## config.mk

```make
export PLATFORM = sky130hd
export DESIGN_NAME = plpg_top
export DESIGN_NICKNAME = d
export VERILOG_FILES = /design/src/core/plpg_pkg.sv /design/src/core/plpg_cfg_if.sv /design/src/core/plpg_top.sv /design/src/core/plpg_regs.sv
export SDC_FILE = /design/constraint.sdc
export NUM_CORES = 1
export LEC_CHECK = 0
export BUFFER_PORTS_ARGS = -buffer_cell sky130_fd_sc_hd__buf_2
export CORE_ASPECT_RATIO = 1.25
export CORE_UTILIZATION = 55
export DETAILED_ROUTE_END_ITERATION = 10
export PLACE_DENSITY = 0.78
export SYNTH_ARGS = -nofsm -noshare
export SYNTH_HDL_FRONTEND = slang
export SYNTH_SLANG_ARGS = --single-unit
export TNS_END_PERCENT = 1
```

## constraint.sdc

```tcl
create_clock -name CLK -period 2.7 [get_ports CLK]
set_input_delay 0.405 -clock CLK [delete_from_list [all_inputs] [get_ports CLK]]
set_output_delay 0.405 -clock CLK [all_outputs]
set_load 0.03 [all_outputs]
```

## src/core/plpg_pkg.sv

```systemverilog
package plpg_pkg;
  // register addresses
  localparam logic [7:0] PULSE_SETUP_ADDR = 8'h8E;
  localparam logic [7:0] LED_GAIN_ADDR    = 8'h8F;
  localparam logic [7:0] SAT_BOOST_ADDR   = 8'h90;
  localparam logic [7:0] PROX_CLR_ADDR    = 8'hE5;
  localparam logic [7:0] CLEAR_CLR_ADDR   = 8'hE6;
  localparam logic [7:0] ALL_CLR_ADDR     = 8'hE7;
  // reset values
  localparam logic [7:0] PULSE_SETUP_RST  = 8'h00;
  localparam logic [7:0] LED_GAIN_RST     = 8'h00;
  localparam logic [7:0] SAT_BOOST_RST    = 8'h01;
  // field positions
  localparam int PW_MSB = 7;
  localparam int PW_LSB = 6;
  localparam int PC_MSB = 5;
  localparam int DRV_MSB = 7;
  localparam int DRV_LSB = 6;
  localparam int ROUTE_BIT = 5;
  localparam int INV_BIT = 4;
  localparam int PG_MSB = 3;
  localparam int PG_LSB = 2;
  localparam int LG_MSB = 1;
  localparam int PSI_BIT = 7;
  localparam int CSI_BIT = 6;
  localparam int BST_MSB = 5;
  localparam int BST_LSB = 4;
  // timing
  localparam int CLK_MHZ = 100;
  localparam int PW_BASE_NS = 4000;
  localparam int PW_BASE_CYC = PW_BASE_NS * CLK_MHZ / 1000;
  localparam int LED_EXTRA_NS = 1360;
  localparam int LED_EXTRA_CYC = (LED_EXTRA_NS * CLK_MHZ + 999) / 1000;
  localparam int CNT_W = 13;
  typedef enum logic [1:0] {
    ST_IDLE  = 2'b00,
    ST_ON    = 2'b01,
    ST_EXTRA = 2'b10,
    ST_OFF   = 2'b11
  } plpg_state_e;
endpackage

```

## src/core/plpg_cfg_if.sv

```systemverilog
`timescale 1ns/1ps
interface plpg_cfg_if;
  logic [7:0] pulse_setup;
  logic [7:0] led_gain;
  logic [7:0] sat_boost;
  modport regs (output pulse_setup, output led_gain, output sat_boost);
  modport user (input pulse_setup, input led_gain, input sat_boost);
endinterface

```

## src/core/plpg_top.sv

```systemverilog
`timescale 1ns/1ps
module plpg_top
  import plpg_pkg::*;
(
  input  wire logic       CLK,
  input  wire logic       RESET,
  input  wire logic       REG_WR,
  input  wire logic       REG_ACC,
  input  wire logic [7:0] REG_ADDR,
  input  wire logic [7:0] REG_WDATA,
  output logic      [7:0] REG_RDATA,
  input  wire logic       PROX_START,
  input  wire logic       PROX_ENGINE_ON,
  input  wire logic       LIGHT_ENGINE_ON,
  input  wire logic       PROX_SAT_EVENT,
  input  wire logic       CLEAR_SAT_EVENT,
  input  wire logic       IRQ_NORMAL,
  output logic            PROX_BUSY,
  output logic            LED_SINK_PIN,
  output logic            INTEG_WINDOW,
  output logic            IRQ_PIN,
  output logic      [7:0] LED_CURRENT_LEVEL,
  output logic      [2:0] LED_CURRENT_BOOST,
  output logic      [3:0] PROX_GAIN_SEL,
  output logic      [6:0] LIGHT_GAIN_SEL,
  output logic            PROX_SAT_FLAG,
  output logic            CLEAR_SAT_FLAG,
  output logic            SAT_IRQ
);
  plpg_cfg_if cfg ();

  plpg_regs u_regs (
    .clk   (CLK),
    .reset (RESET),
    .wr_en (REG_WR),
    .addr  (REG_ADDR),
    .wdata (REG_WDATA),
    .cfg   (cfg)
  );

  // register readback; unmapped addresses read zero
  wire [7:0] rd_sel = (REG_ADDR == PULSE_SETUP_ADDR) ? cfg.pulse_setup :
                      (REG_ADDR == LED_GAIN_ADDR)    ? cfg.led_gain    :
                      (REG_ADDR == SAT_BOOST_ADDR)   ? cfg.sat_boost   :
                                                       8'h00;

  wire prox_en  = cfg.sat_boost[PSI_BIT];
  wire clear_en = cfg.sat_boost[CSI_BIT];
  wire route    = cfg.led_gain[ROUTE_BIT];
  wire invert   = cfg.led_gain[INV_BIT];

  // scaled gain codes as one-hot multipliers
  wire [1:0] pg = cfg.led_gain[PG_MSB:PG_LSB];
  wire [1:0] lg = cfg.led_gain[LG_MSB:0];
  wire [3:0] pg_sel = 4'(4'h1 << pg);
  wire [6:0] lg_sel = 7'(7'h01 << {lg, 1'b0});

  // current in eighths of full scale: 8, 4, 2, 1 -> 100..12.5 %
  wire [1:0] drv = cfg.led_gain[DRV_MSB:DRV_LSB];
  wire [3:0] base_eighths = 4'(4'h8 >> drv);
  // boost in halves: 2, 3, 4, 6 -> 100..300 %
  wire [1:0] bst = cfg.sat_boost[BST_MSB:BST_LSB];
  wire [2:0] boost_halves = (bst == 2'b11) ? 3'h6 : 3'({1'b0, bst} + 3'h2);
  // level = eighths * halves, units of 1/16 full scale; widen both
  // operands, since a 4-bit product would drop the top of 48
  wire [7:0] level_sel =
    {4'h0, base_eighths} * {5'h00, boost_halves};

  // data outputs leave through flops; readback lags the address by one
  // cycle, and no reset is needed as they reload on every edge
  logic [7:0] rd_r;
  logic [3:0] pg_r;
  logic [6:0] lg_r;
  logic [2:0] boost_r;
  logic [7:0] level_r;

  always_ff @(posedge CLK) begin
    rd_r    <= rd_sel;
    pg_r    <= pg_sel;
    lg_r    <= lg_sel;
    boost_r <= boost_halves;
    level_r <= level_sel;
  end

  assign REG_RDATA         = rd_r;
  assign PROX_GAIN_SEL     = pg_r;
  assign LIGHT_GAIN_SEL    = lg_r;
  assign LED_CURRENT_BOOST = boost_r;
  assign LED_CURRENT_LEVEL = level_r;

  // pulse engine
  plpg_state_e st_r, st_nxt;
  logic [5:0]       pcnt_r, pcnt_nxt;
  logic [CNT_W-1:0] tmr_r, tmr_nxt;
  logic [CNT_W-1:0] width_r, width_nxt;
  wire  [CNT_W-1:0] width_sel =
    CNT_W'(PW_BASE_CYC) << cfg.pulse_setup[PW_MSB:PW_LSB];
  wire              tmr_done = (tmr_r == CNT_W'(1));

  always_comb begin
    st_nxt    = st_r;
    pcnt_nxt  = pcnt_r;
    tmr_nxt   = (tmr_r != '0) ? CNT_W'(tmr_r - 1'b1) : tmr_r;
    width_nxt = width_r;
    unique case (st_r)
      ST_IDLE: begin
        if (PROX_START && PROX_ENGINE_ON) begin
          // settings taken once per train, at the start
          pcnt_nxt  = cfg.pulse_setup[PC_MSB:0];
          width_nxt = width_sel;
          tmr_nxt   = width_sel;
          st_nxt    = ST_ON;
        end
      end
      ST_ON: begin
        if (tmr_done) begin
          tmr_nxt = CNT_W'(LED_EXTRA_CYC);
          st_nxt  = ST_EXTRA;
        end
      end
      ST_EXTRA: begin
        if (tmr_done) begin
          if (pcnt_r == 6'h00) begin
            st_nxt = ST_IDLE;
          end else begin
            pcnt_nxt = 6'(pcnt_r - 1'b1);
            tmr_nxt  = width_r;
            st_nxt   = ST_OFF;
          end
        end
      end
      ST_OFF: begin
        // off gap equal to the width separates consecutive pulses
        if (tmr_done) begin
          tmr_nxt = width_r;
          st_nxt  = ST_ON;
        end
      end
    endcase
    if (!PROX_ENGINE_ON) begin
      st_nxt = ST_IDLE;
    end
  end

  always_ff @(posedge CLK) begin
    if (RESET) begin
      st_r    <= ST_IDLE;
      pcnt_r  <= 6'h00;
      tmr_r   <= '0;
      width_r <= '0;
    end else begin
      st_r    <= st_nxt;
      pcnt_r  <= pcnt_nxt;
      tmr_r   <= tmr_nxt;
      width_r <= width_nxt;
    end
  end

  logic led_r;
  logic integ_r;
  logic irq_r;
  wire  led_nxt = (st_nxt == ST_ON) || (st_nxt == ST_EXTRA);
  wire  integ_nxt = (st_nxt == ST_ON);
  wire  irq_nxt = route ? (led_nxt ^ invert)
                        : (IRQ_NORMAL | SAT_IRQ);

  always_ff @(posedge CLK) begin
    if (RESET) begin
      led_r   <= 1'b0;
      integ_r <= 1'b0;
      irq_r   <= 1'b0;
    end else begin
      led_r   <= led_nxt;
      integ_r <= integ_nxt;
      irq_r   <= irq_nxt;
    end
  end

  assign LED_SINK_PIN = led_r;
  assign INTEG_WINDOW = integ_r;
  assign IRQ_PIN      = irq_r;
  assign PROX_BUSY    = (st_r != ST_IDLE);

  // saturation flags; a set in the clearing cycle wins
  logic psat_r;
  logic csat_r;
  wire  prox_clr  = REG_ACC && ((REG_ADDR == PROX_CLR_ADDR)
                                || (REG_ADDR == ALL_CLR_ADDR));
  wire  clear_clr = REG_ACC && ((REG_ADDR == CLEAR_CLR_ADDR)
                                || (REG_ADDR == ALL_CLR_ADDR));

  always_ff @(posedge CLK) begin
    if (RESET) begin
      psat_r <= 1'b0;
      csat_r <= 1'b0;
    end else begin
      if (PROX_SAT_EVENT && PROX_ENGINE_ON) psat_r <= 1'b1;
      else if (prox_clr || !PROX_ENGINE_ON) psat_r <= 1'b0;
      if (CLEAR_SAT_EVENT && LIGHT_ENGINE_ON) csat_r <= 1'b1;
      else if (clear_clr || !LIGHT_ENGINE_ON) csat_r <= 1'b0;
    end
  end

  assign PROX_SAT_FLAG  = psat_r;
  assign CLEAR_SAT_FLAG = csat_r;
  assign SAT_IRQ = (psat_r && prox_en) || (csat_r && clear_en);

  property p_sat_prox_gate;
    @(posedge CLK) disable iff (RESET)
      (psat_r && !prox_en && !(csat_r && clear_en)) |-> !SAT_IRQ;
  endproperty
  a_sat_prox_gate: assert property (p_sat_prox_gate)
    else $error("prox saturation irq not gated");

  property p_sat_clear_gate;
    @(posedge CLK) disable iff (RESET)
      (csat_r && clear_en) |-> SAT_IRQ;
  endproperty
  a_sat_clear_gate: assert property (p_sat_clear_gate)
    else $error("clear saturation irq missing");

  property p_prox_clear;
    @(posedge CLK) disable iff (RESET)
      (prox_clr && !PROX_SAT_EVENT) |=> !psat_r;
  endproperty
  a_prox_clear: assert property (p_prox_clear)
    else $error("prox flag survived clear");

  property p_prox_sticky;
    @(posedge CLK) disable iff (RESET)
      (psat_r && !prox_clr && PROX_ENGINE_ON) |=> psat_r;
  endproperty
  a_prox_sticky: assert property (p_prox_sticky)
    else $error("prox flag dropped");

  property p_clear_off;
    @(posedge CLK) disable iff (RESET)
      (!LIGHT_ENGINE_ON && !CLEAR_SAT_EVENT) |=> !csat_r;
  endproperty
  a_clear_off: assert property (p_clear_off)
    else $error("clear flag held with light off");

  property p_extra_len;
    @(posedge CLK) disable iff (RESET)
      ($rose(st_r == ST_EXTRA) && PROX_ENGINE_ON)
        |-> (st_r == ST_EXTRA) [*8] ##1 (st_r == ST_EXTRA || !PROX_ENGINE_ON);
  endproperty
  a_extra_len: assert property (p_extra_len)
    else $error("extra led time too short");

  property p_route;
    @(posedge CLK) disable iff (RESET)
      (route && !invert && $stable(route)) |=> (IRQ_PIN == $past(led_nxt));
  endproperty
  a_route: assert property (p_route)
    else $error("routed irq differs from led");

  property p_invert;
    @(posedge CLK) disable iff (RESET)
      (route && invert) |=> (IRQ_PIN == !$past(led_nxt));
  endproperty
  a_invert: assert property (p_invert)
    else $error("routed irq not inverted");

  property p_start;
    @(posedge CLK) disable iff (RESET)
      (st_r == ST_IDLE && PROX_START && PROX_ENGINE_ON) |=> LED_SINK_PIN;
  endproperty
  a_start: assert property (p_start)
    else $error("led did not start");

  // run length and pulse tally, kept only for the checks below
  logic [CNT_W-1:0] led_run_r;
  logic             led_d_r;
  logic [6:0]       rise_cnt_r;
  logic [6:0]       want_cnt_r;

  always_ff @(posedge CLK) begin
    if (RESET) begin
      led_run_r  <= '0;
      led_d_r    <= 1'b0;
      rise_cnt_r <= 7'h00;
      want_cnt_r <= 7'h00;
    end else begin
      led_run_r <= LED_SINK_PIN ? CNT_W'(led_run_r + 1'b1) : '0;
      led_d_r   <= LED_SINK_PIN;
      if (st_r == ST_IDLE) begin
        rise_cnt_r <= 7'h00;
        want_cnt_r <= 7'({1'b0, cfg.pulse_setup[PC_MSB:0]} + 7'h01);
      end else if (LED_SINK_PIN && !led_d_r) begin
        rise_cnt_r <= 7'(rise_cnt_r + 1'b1);
      end
    end
  end

  property p_pulse_count;
    @(posedge CLK) disable iff (RESET)
      ($fell(PROX_BUSY) && $past(PROX_ENGINE_ON) && !$past(RESET))
        |-> (rise_cnt_r == want_cnt_r);
  endproperty
  a_pulse_count: assert property (p_pulse_count)
    else $error("pulse count differs from field plus one");

  property p_led_len;
    @(posedge CLK) disable iff (RESET)
      ($fell(LED_SINK_PIN) && $past(PROX_ENGINE_ON) && !$past(RESET))
        |-> (led_run_r == width_r + CNT_W'(LED_EXTRA_CYC));
  endproperty
  a_led_len: assert property (p_led_len)
    else $error("led on time differs from width plus extra");

  c_burst:  cover property (@(posedge CLK) $fell(PROX_BUSY));
  c_route:  cover property (@(posedge CLK) route && LED_SINK_PIN);
  c_psat:   cover property (@(posedge CLK) SAT_IRQ && psat_r);
  c_clrwin: cover property (@(posedge CLK) prox_clr && PROX_SAT_EVENT);
endmodule

```

## src/core/plpg_regs.sv

```systemverilog
`timescale 1ns/1ps
module plpg_regs
  import plpg_pkg::*;
(
  input  wire logic       clk,
  input  wire logic       reset,
  input  wire logic       wr_en,
  input  wire logic [7:0] addr,
  input  wire logic [7:0] wdata,
  plpg_cfg_if.regs        cfg
);
  logic [7:0] pulse_r;
  logic [7:0] gain_r;
  logic [7:0] sat_r;
  wire        hit_pulse = wr_en && (addr == PULSE_SETUP_ADDR);
  wire        hit_gain  = wr_en && (addr == LED_GAIN_ADDR);
  wire        hit_sat   = wr_en && (addr == SAT_BOOST_ADDR);

  always_ff @(posedge clk) begin
    if (reset) begin
      pulse_r <= PULSE_SETUP_RST;
      gain_r  <= LED_GAIN_RST;
      sat_r   <= SAT_BOOST_RST;
    end else begin
      if (hit_pulse) pulse_r <= wdata;
      if (hit_gain)  gain_r  <= wdata;
      if (hit_sat)   sat_r   <= wdata;
    end
  end

  assign cfg.pulse_setup = pulse_r;
  assign cfg.led_gain    = gain_r;
  assign cfg.sat_boost   = sat_r;
endmodule

```

After elaboration in Yosys (flattened, before gate mapping)
Index checks and enable logic that the tools add are counted.
{"block": "totals", "register_bits": 92, "in_bits": 26, "out_inout_bits": 37}
{"block": "classes", "mux": 27, "shifts": 4, "eq_ne": 16, "multipliers": 1, "bitwise": 2, "addsub": 3, "reduce_logical": 27}
{"op": "$mux W13", "count": 6}
{"op": "$pmux W13 S4", "count": 1}
{"op": "$eq A8 B8 Y1 const B", "count": 6}
{"op": "$mux W8", "count": 3}
{"op": "$mux W6", "count": 3}
{"op": "$eq A13 B1 Y1 const B", "count": 1}
{"op": "$reduce_bool A13 Y1", "count": 1}
{"op": "$shl A9 B2 Y13 const A", "count": 1}
{"op": "$sub A13 B1 Y13 const B", "count": 1}
{"op": "$mux W2", "count": 6}
{"op": "$pmux W6 S2", "count": 1}
{"op": "$logic_and A1 B1 Y1", "count": 10}
{"op": "$eq A2 B2 Y1 const B", "count": 4}
{"op": "$pmux W2 S4", "count": 1}
{"op": "$reduce_bool A2 Y1", "count": 4}
{"op": "$mul A4 B3 Y7", "count": 1}
{"op": "$shl A1 B3 Y7 const A", "count": 1}
{"op": "$logic_not A6 Y1", "count": 1}
{"op": "$logic_or A1 B1 Y1", "count": 6}
{"op": "$ne A2 B2 Y1 const B", "count": 3}
{"op": "$sub A6 B1 Y6 const B", "count": 1}
{"op": "$mux W1", "count": 5}
{"op": "$eq A2 B1 Y1 const B", "count": 2}
{"op": "$reduce_and A4 Y1", "count": 1}
{"op": "9 further kinds", "count": 10}

Longest topological paths before layout
Gate-level depths: netlist of the first run.
{"block": "depth", "word_depth": 9, "depth_mapped": 11, "mapped_depth_nobuf": 10}

By module
Synthesis of the first run repeated with hierarchy kept, for this count alone.
{"block": "hier_totals", "hier_cells": 425, "hier_area_um2": 3925.0}
{"module": "plpg_top", "seq_area_each_um2": 1201.2, "cells_per_inst": 331, "instances": 1, "area_per_inst_um2": 2897.8}
{"module": "plpg_regs", "seq_area_each_um2": 480.5, "cells_per_inst": 94, "instances": 1, "area_per_inst_um2": 1027.2}

Worst setup path before layout of the first run
Ideal clock, no wire load.
{"block": "synth_timing", "path_type": "reg2reg", "start": "register tmr_r[2]", "end": "register irq_r, in the netlist IRQ_PIN", "period_less_slack_ps": 2152, "setup_ps": 86, "required_ps": 2614, "path_stages_with_launch": 9, "n_path_buf": 0, "setup_slack_ps": 548, "t_arrival_ps": 2067, "path_cell_list": "dfxtp_1 -> nor4_4 -> nand4_1 -> mux2_2 -> a21oi_1 -> nor2b_1 -> ha_1 -> xor2_1 -> a211oi_1"}
{"block": "synth_via", "elab_chain_cells": 8}
{"item": "start: declaration", "line": "plpg_top.sv:94", "source": "logic [CNT_W-1:0] tmr_r, tmr_nxt;"}
{"item": "start signal: assignment", "line": "plpg_top.sv:154", "source": "tmr_r <= tmr_nxt;"}
{"item": "$eq A13 B1 Y1 *", "line": "plpg_top.sv:98", "source": "wire tmr_done = (tmr_r == CNT_W'(1));"}
{"item": "$mux W2, on equally long branches", "line": "plpg_top.sv:134, plpg_top.sv:116, plpg_top.sv:122"}
{"item": "$pmux W2 S4 *", "line": "plpg_top.sv:105", "source": "unique case (st_r)"}
{"item": "$mux W2 *", "line": "plpg_top.sv:140", "source": "if (!PROX_ENGINE_ON) begin"}
{"item": "net st_nxt[0]", "line": "plpg_top.sv:92", "source": "plpg_state_e st_r, st_nxt;"}
{"item": "$eq A2 B1 Y1 or $eq A2 B2 Y1 (tied branches)", "line": "plpg_top.sv:162", "source": "wire led_nxt = (st_nxt == ST_ON) || (st_nxt == ST_EXTRA);"}
{"item": "$logic_or A1 B1 Y1 *", "line": "plpg_top.sv:162"}
{"item": "$xor A1 B1 Y1 *", "line": "plpg_top.sv:164", "source": "wire irq_nxt = route ? (led_nxt ^ invert)"}
{"item": "$mux W1 *", "line": "plpg_top.sv:164"}
{"item": "end signal: assignment", "line": "plpg_top.sv:175", "source": "irq_r <= irq_nxt;"}
{"item": "end: declaration", "line": "plpg_top.sv:161", "source": "logic irq_r;"}
Mark *: on every way through the listed nets, which the timed path passes. The rest lies on a longest branch.
A chain may end at the register's enable or synchronous reset.

Final worst setup path of the first run
{"block": "layout_timing", "start": "register tmr_r[1]", "end": "register irq_r, in the netlist IRQ_PIN"}
The elaborated chain is that of the path after synthesis.

==> flow_summary.yaml, run 1 <==
critical_path:
  path_class: "reg -> reg"
  cp-end-kind: "flip-flop"
  cp_data_required_time_ps: 2980
  max_stage_delay_ps: 380
  crit_fanout: 4
  crit_family: "adder cells"
  arrival_ps: 2600
  start_kind: "flip-flop"
  crit_buf_inv: 1
  critical_path.slowest_cell: "dfxtp_1"
  path_cells: "inv_1 > ha_1 > nor2b_1 > nand4_1 > mux2_2 > a21oi_1 > nor2b_1 > ha_1 > xor2_1 > a211oi_1"
timing:
  final_max_slew_viol_count: 0
  finalCritPeriodShare: 0.858
  setup_viol: 0
  max_slew.worst_pin.slew_ps: 601
  fin_setup_tns_ps: 0
  slew_headroom: 0.598
  fmax_mhz: 432
  hold_violations: 0
  rsz0062_at_grt: "false"
  clock_skew_ps: 7.48
  period_minus_slack_ps: 2320
logic_synthesis:
  synth-edff-count: 0
  yosys-top-cells-area: "dfxtp_1 (44%), mux2i_1 (8.9%), ha_1 (4.9%)"
  syn_inst: 419
  syn_avg_cell_area_um2: 9.15
  synth_top_area_cell: "dfxtp_1"
  synth_top_cell_area_share: 0.439
  synth.distinct_cells: 59
  seq_area_frac_synth: 0.439
  synth_seq_cells: 84
  ys_warn_count: 0
  ys.flop_type: "dfxtp_1"
  synth.cell_area_mm2: 0.00383
  async_reset_ff_frac: 0
grt:
  antenna_found_initial: 0
  track_usage: 0.227
  overflow: 0
  grt_pass1_vias: 2840
  grt_pass1_wl_um: 13000
  grt_start_max_net_pins: 30
final_layout:
  nets: 520
  register_area_mm2: 0.00168
  antennaDiodeCount: 0
  area_growth_pct: 14.8
  nFillCells: 533
  fin_util: 0.662
  multi_input_area_mm2: 0.00201
  final_common_cell: "dfxtp_1"
  final_cell_mix: "dfxtp_1 (84), buf_2 (58), nand2_1 (46)"
  layout-drive-gt1-share: 0.191
clock_tree:
  clkSlewWorstSetupHoldPaths_ps: 90
  tritoncts: "done"
  clock-sinks: 84
  post_cts_buffers: 0
  cts-root-buf: "clkbuf_8"
  cts_resized: 0
  insertion_delay_ps: 360
  htree_levels: 3
  cts_hold_buffers: 0
  cts_buffer_depth: 2
  cts_inserted_buffers: 9
floorplan:
  die_h_um: 95.3
  die_x_um: 76.7
  io_pins: 63
  initial_core_util: 0.577
  core-area_mm2: 0.00665
  num_rows: 33
  die_area_mm2: 0.00731
routing:
  first_iter_violations: 131
  routed_wl_um: 7930
  drt-pass1-iter-count: 4
  ant_nets: 0
  wl_per_cell_um: 14.0
  dr_total_vias: 3153
  drc: 0
  viasPerCell: 5.55
run_status:
  status: "finished clean"
job:
  cap_violations: 0
place:
  place.gp.congestion: 0.858
  numPortBuffers: 58
  hpwl_um: 5820
power_and_ir_drop:
  peakVddDrop_mv: 0.633
  powerDensity_mw_per_mm2: 763
  p_leak_uw: 0.00197
hold_path:
  hp-class: "in -> reg"
power breakdown:
group | internal [uW] | switching, uW | total [uW]
logic | 406 | 470 | 876
clock network | 535 | 497 | 1030
registers | 1330 | 117 | 1450
kinds of logic after synthesis:
family / count (synthesis) / synth area share
xor+xnor: 6 / 0.0137
fa+ha+maj: 18 / 0.0646
compound gates: 72 / 0.118
other cells: 1 / 0.000978
buf+inv: 32 / 0.0392
flops: 84 / 0.439
mux: 35 / 0.0917
simple gates: 171 / 0.233
worst register-to-register path, cell delays in order (launching register included):
cell and delay (ps):
dfxtp_1 380, inv_1 90, ha_1 170, nor2b_1 130, nand4_1 150, mux2_2 350, a21oi_1 200, nor2b_1 80
ha_1 320, xor2_1 150, a211oi_1 210
worst paths after layout:
path                       start             to  slack [ps]  cells after the start
hold reg to reg      width_r[11]    width_r[11]         470                      2
setup reg to reg        tmr_r[1]        IRQ_PIN         380                     10
setup / recovery        tmr_r[1]        IRQ_PIN         380                     10
hold / removal    PROX_SAT_EVENT  PROX_SAT_FLAG         280                      3
stage by stage:
stage | std cells | cell area, um2 | power [uW] | hold slack [ps] | setup WS [ps]
final | 568 | 4400 | 3360 | 278 | 385
after detailed placement | 552 | 4170 | 2340 | 452 | 416
after global routing | 568 | 4400 | 3540 | 289 | 237
after floorplan | 422 | 3840 | 2130 | 425 | 548
after CTS | 568 | 4400 | 3370 | 271 | 365
after global placement | 552 | 4170 | 2330 | 441 | 497
routing by layer:
metal	track usage	routed length, um	vias up
met5	0	0	-
met4	0.112	82	0
met3	0.0478	354	10
met2	0.385	3890	79
met1	0.275	3610	1493
li1	-	-	1571
synthesized netlist by cell type, drive strengths merged, types with 4 or more instances:
cell,count
nand3b,5
nand2,46
nor3,5
clkbuf,9
mux2i,34
ha,15
and3,6
xnor2,5
nand4,6
nand2b,5
a31oi,4
or3,5
and2,7
dfxtp,84
buf,10
nor2,46
nor4,6
nor2b,13
inv,13
o21ai,18
nand3,6
a21oi,27
flip-flops by register name, summed over array words and instances (netlist names), 6 cells and up:
signal / count
LED_CURRENT_LEVEL: 7
u_regs.cfg.pulse_setup: 8
width_r: 8
u_regs.cfg.sat_boost: 8
pcnt_r: 6
u_regs.cfg.led_gain: 8
REG_RDATA: 8
tmr_r: 13
area by class of cell:
cell class                      count  share of cell area
Multi-Input combinational cell    306               0.457
Sequential cell                    84               0.382
Timing Repair Buffer               62              0.0728
Clock buffer                        9              0.0281
Tap cell                           87              0.0247
Clock inverter                      7              0.0239
Inverter                           13              0.0111
(Power assumes the default switching activity.)
==> run 2: changes to the inputs <==
Settings changed: RECOVER_POWER set to 100.
==> run 2 against run 1 <==
  * Power decreased by 1.3%
  * Combinational power decreased by 4.3%
  * Clock skew about the same
  * Critical path depth decreased by 1
  * First-iteration DRC count increased by 15%
  * Utilization decreased by 1.3 points
  * Via count increased by 0.22%
  * Routed wire length increased by 0.67%
  * Die area unchanged
  * Clock-buffer cell count unchanged
  * Register-to-register slack about the same
  * Setup slack got worse by 12 ps
==> flow_summary.yaml, run 2 (synthesis gave the netlist of run 1 again) <==
timing:
  final_max_slew_viol_count: 0
  clock_skew_ps: 7.13
  fin_setup_tns_ps: 0
  slew_headroom: 0.415
  fmax_mhz: 430
  max_slew.worst_pin.slew_ps: 874
  setup_viol: 0
  rsz0062_at_grt: "false"
  finalCritPeriodShare: 0.862
  hold_violations: 0
  period_minus_slack_ps: 2330
routing:
  viasPerCell: 5.56
  routed_wl_um: 7980
  first_iter_violations: 150
  dr_total_vias: 3160
  ant_nets: 0
  wl_per_cell_um: 14.1
  drt-pass1-iter-count: 4
  drc: 0
final_layout:
  final_common_cell: "dfxtp_1"
  layout-drive-gt1-share: 0.102
  nFillCells: 567
  register_area_mm2: 0.00168
  fin_cells: 568
  largest_register_ffs: 13
  top_register: "tmr_r"
  area_growth_pct: 12.6
  fin_util: 0.649
  antennaDiodeCount: 0
  final_cell_mix: "dfxtp_1 (84), nand2_1 (46), nor2_1 (46)"
  nets: 520
  multi_input_area_mm2: 0.00198
grt:
  grt_start_max_net_pins: 30
  grt_pass1_wl_um: 13000
  track_usage: 0.227
  overflow: 0
  grt_pass1_vias: 2840
  antenna_found_initial: 0
critical_path:
  cp-end-kind: "flip-flop"
  arrival_ps: 2610
  reg2reg_depth: 9
  cp_data_required_time_ps: 2990
  crit_fanout: 6
  start_kind: "flip-flop"
  path_class: "reg -> reg"
hold_path:
  hp-class: "in -> reg"
  hold_path_depth: 3
clock_tree:
  cts-root-buf: "clkbuf_8"
  insertion_delay_ps: 360
  tritoncts: "done"
  cts_resized: 0
  htree_levels: 3
  cts_buffer_depth: 2
  post_cts_buffers: 0
  clock-sinks: 84
  cts_hold_buffers: 0
  cts_inserted_buffers: 9
  clkSlewWorstSetupHoldPaths_ps: 90
power_and_ir_drop:
  peakVddDrop_mv: 0.606
  p_leak_uw: 0.00182
  powerDensity_mw_per_mm2: 768
floorplan:
  die_h_um: 95.3
  initial_core_util: 0.577
  num_rows: 33
  io_pins: 63
  die_area_mm2: 0.00731
  core-area_mm2: 0.00665
  die_x_um: 76.7
place:
  place.gp.congestion: 0.858
  numPortBuffers: 58
  hpwl_um: 5820
  place_inst: 552
job:
  cap_violations: 0
run_status:
  status: "finished clean"
-- run 2: final timing paths --
| check | startpoint | end | slack [ps] |
|---|---|---|---|
| min reg2reg | u_regs.cfg.sat_boost[0] | REG_RDATA[0] | 460 |
| min | PROX_SAT_EVENT | PROX_SAT_FLAG | 270 |
| max reg2reg | tmr_r[9] | IRQ_PIN | 370 |
| max | tmr_r[9] | IRQ_PIN | 370 |
-- run 2: critical path, cell delays in order, from the launching register on --
cell and delay, ps:
dfxtp_1 340, nor4_1 390, clkbuf_1 200, and4_1 320, nand3b_1 170, nand2_1 110
nand2_1 50, ha_1 300, xor2_1 150, a211oi_1 210
-- run 2: final cells by class --
class | count | area share
multi-input cells | 306 | 0.458
well taps | 87 | 0.0252
flip-flops and latches | 84 | 0.390
repair buffers | 62 | 0.0626
inverters | 13 | 0.0113
clock inverters | 7 | 0.0243
clock buffers | 9 | 0.0287
-- run 2: where the power goes --
group / leakage [uW] / switching, uW / internal [uW]
clock network: 0.000112 / 496 / 535
logic: 0.00103 / 459 / 379
registers: 0.000680 / 114 / 1330
total: 0.00182 / 1070 / 2250
-- run 2: metrics by stage --
| stage | area (um2) | setup slack (ps) | hold WS [ps] | power, uW |
|---|---|---|---|---|
| floorplan | 3840 | 548 | 425 | 2130 |
| global route | 4320 | 146 | 289 | 3500 |
| CTS | 4400 | 365 | 271 | 3370 |
| global placement | 4170 | 497 | 441 | 2330 |
| detailed placement | 4170 | 416 | 452 | 2340 |
| finish | 4320 | 373 | 272 | 3320 |
-- run 2: layer usage --
layer,share of wire,vias to the layer above,track usage
met1,0.46,1482,0.275
met5,0,-,0
li1,-,1574,-
met4,0.018,0,0.112
met2,0.47,90,0.385
met3,0.056,14,0.0478
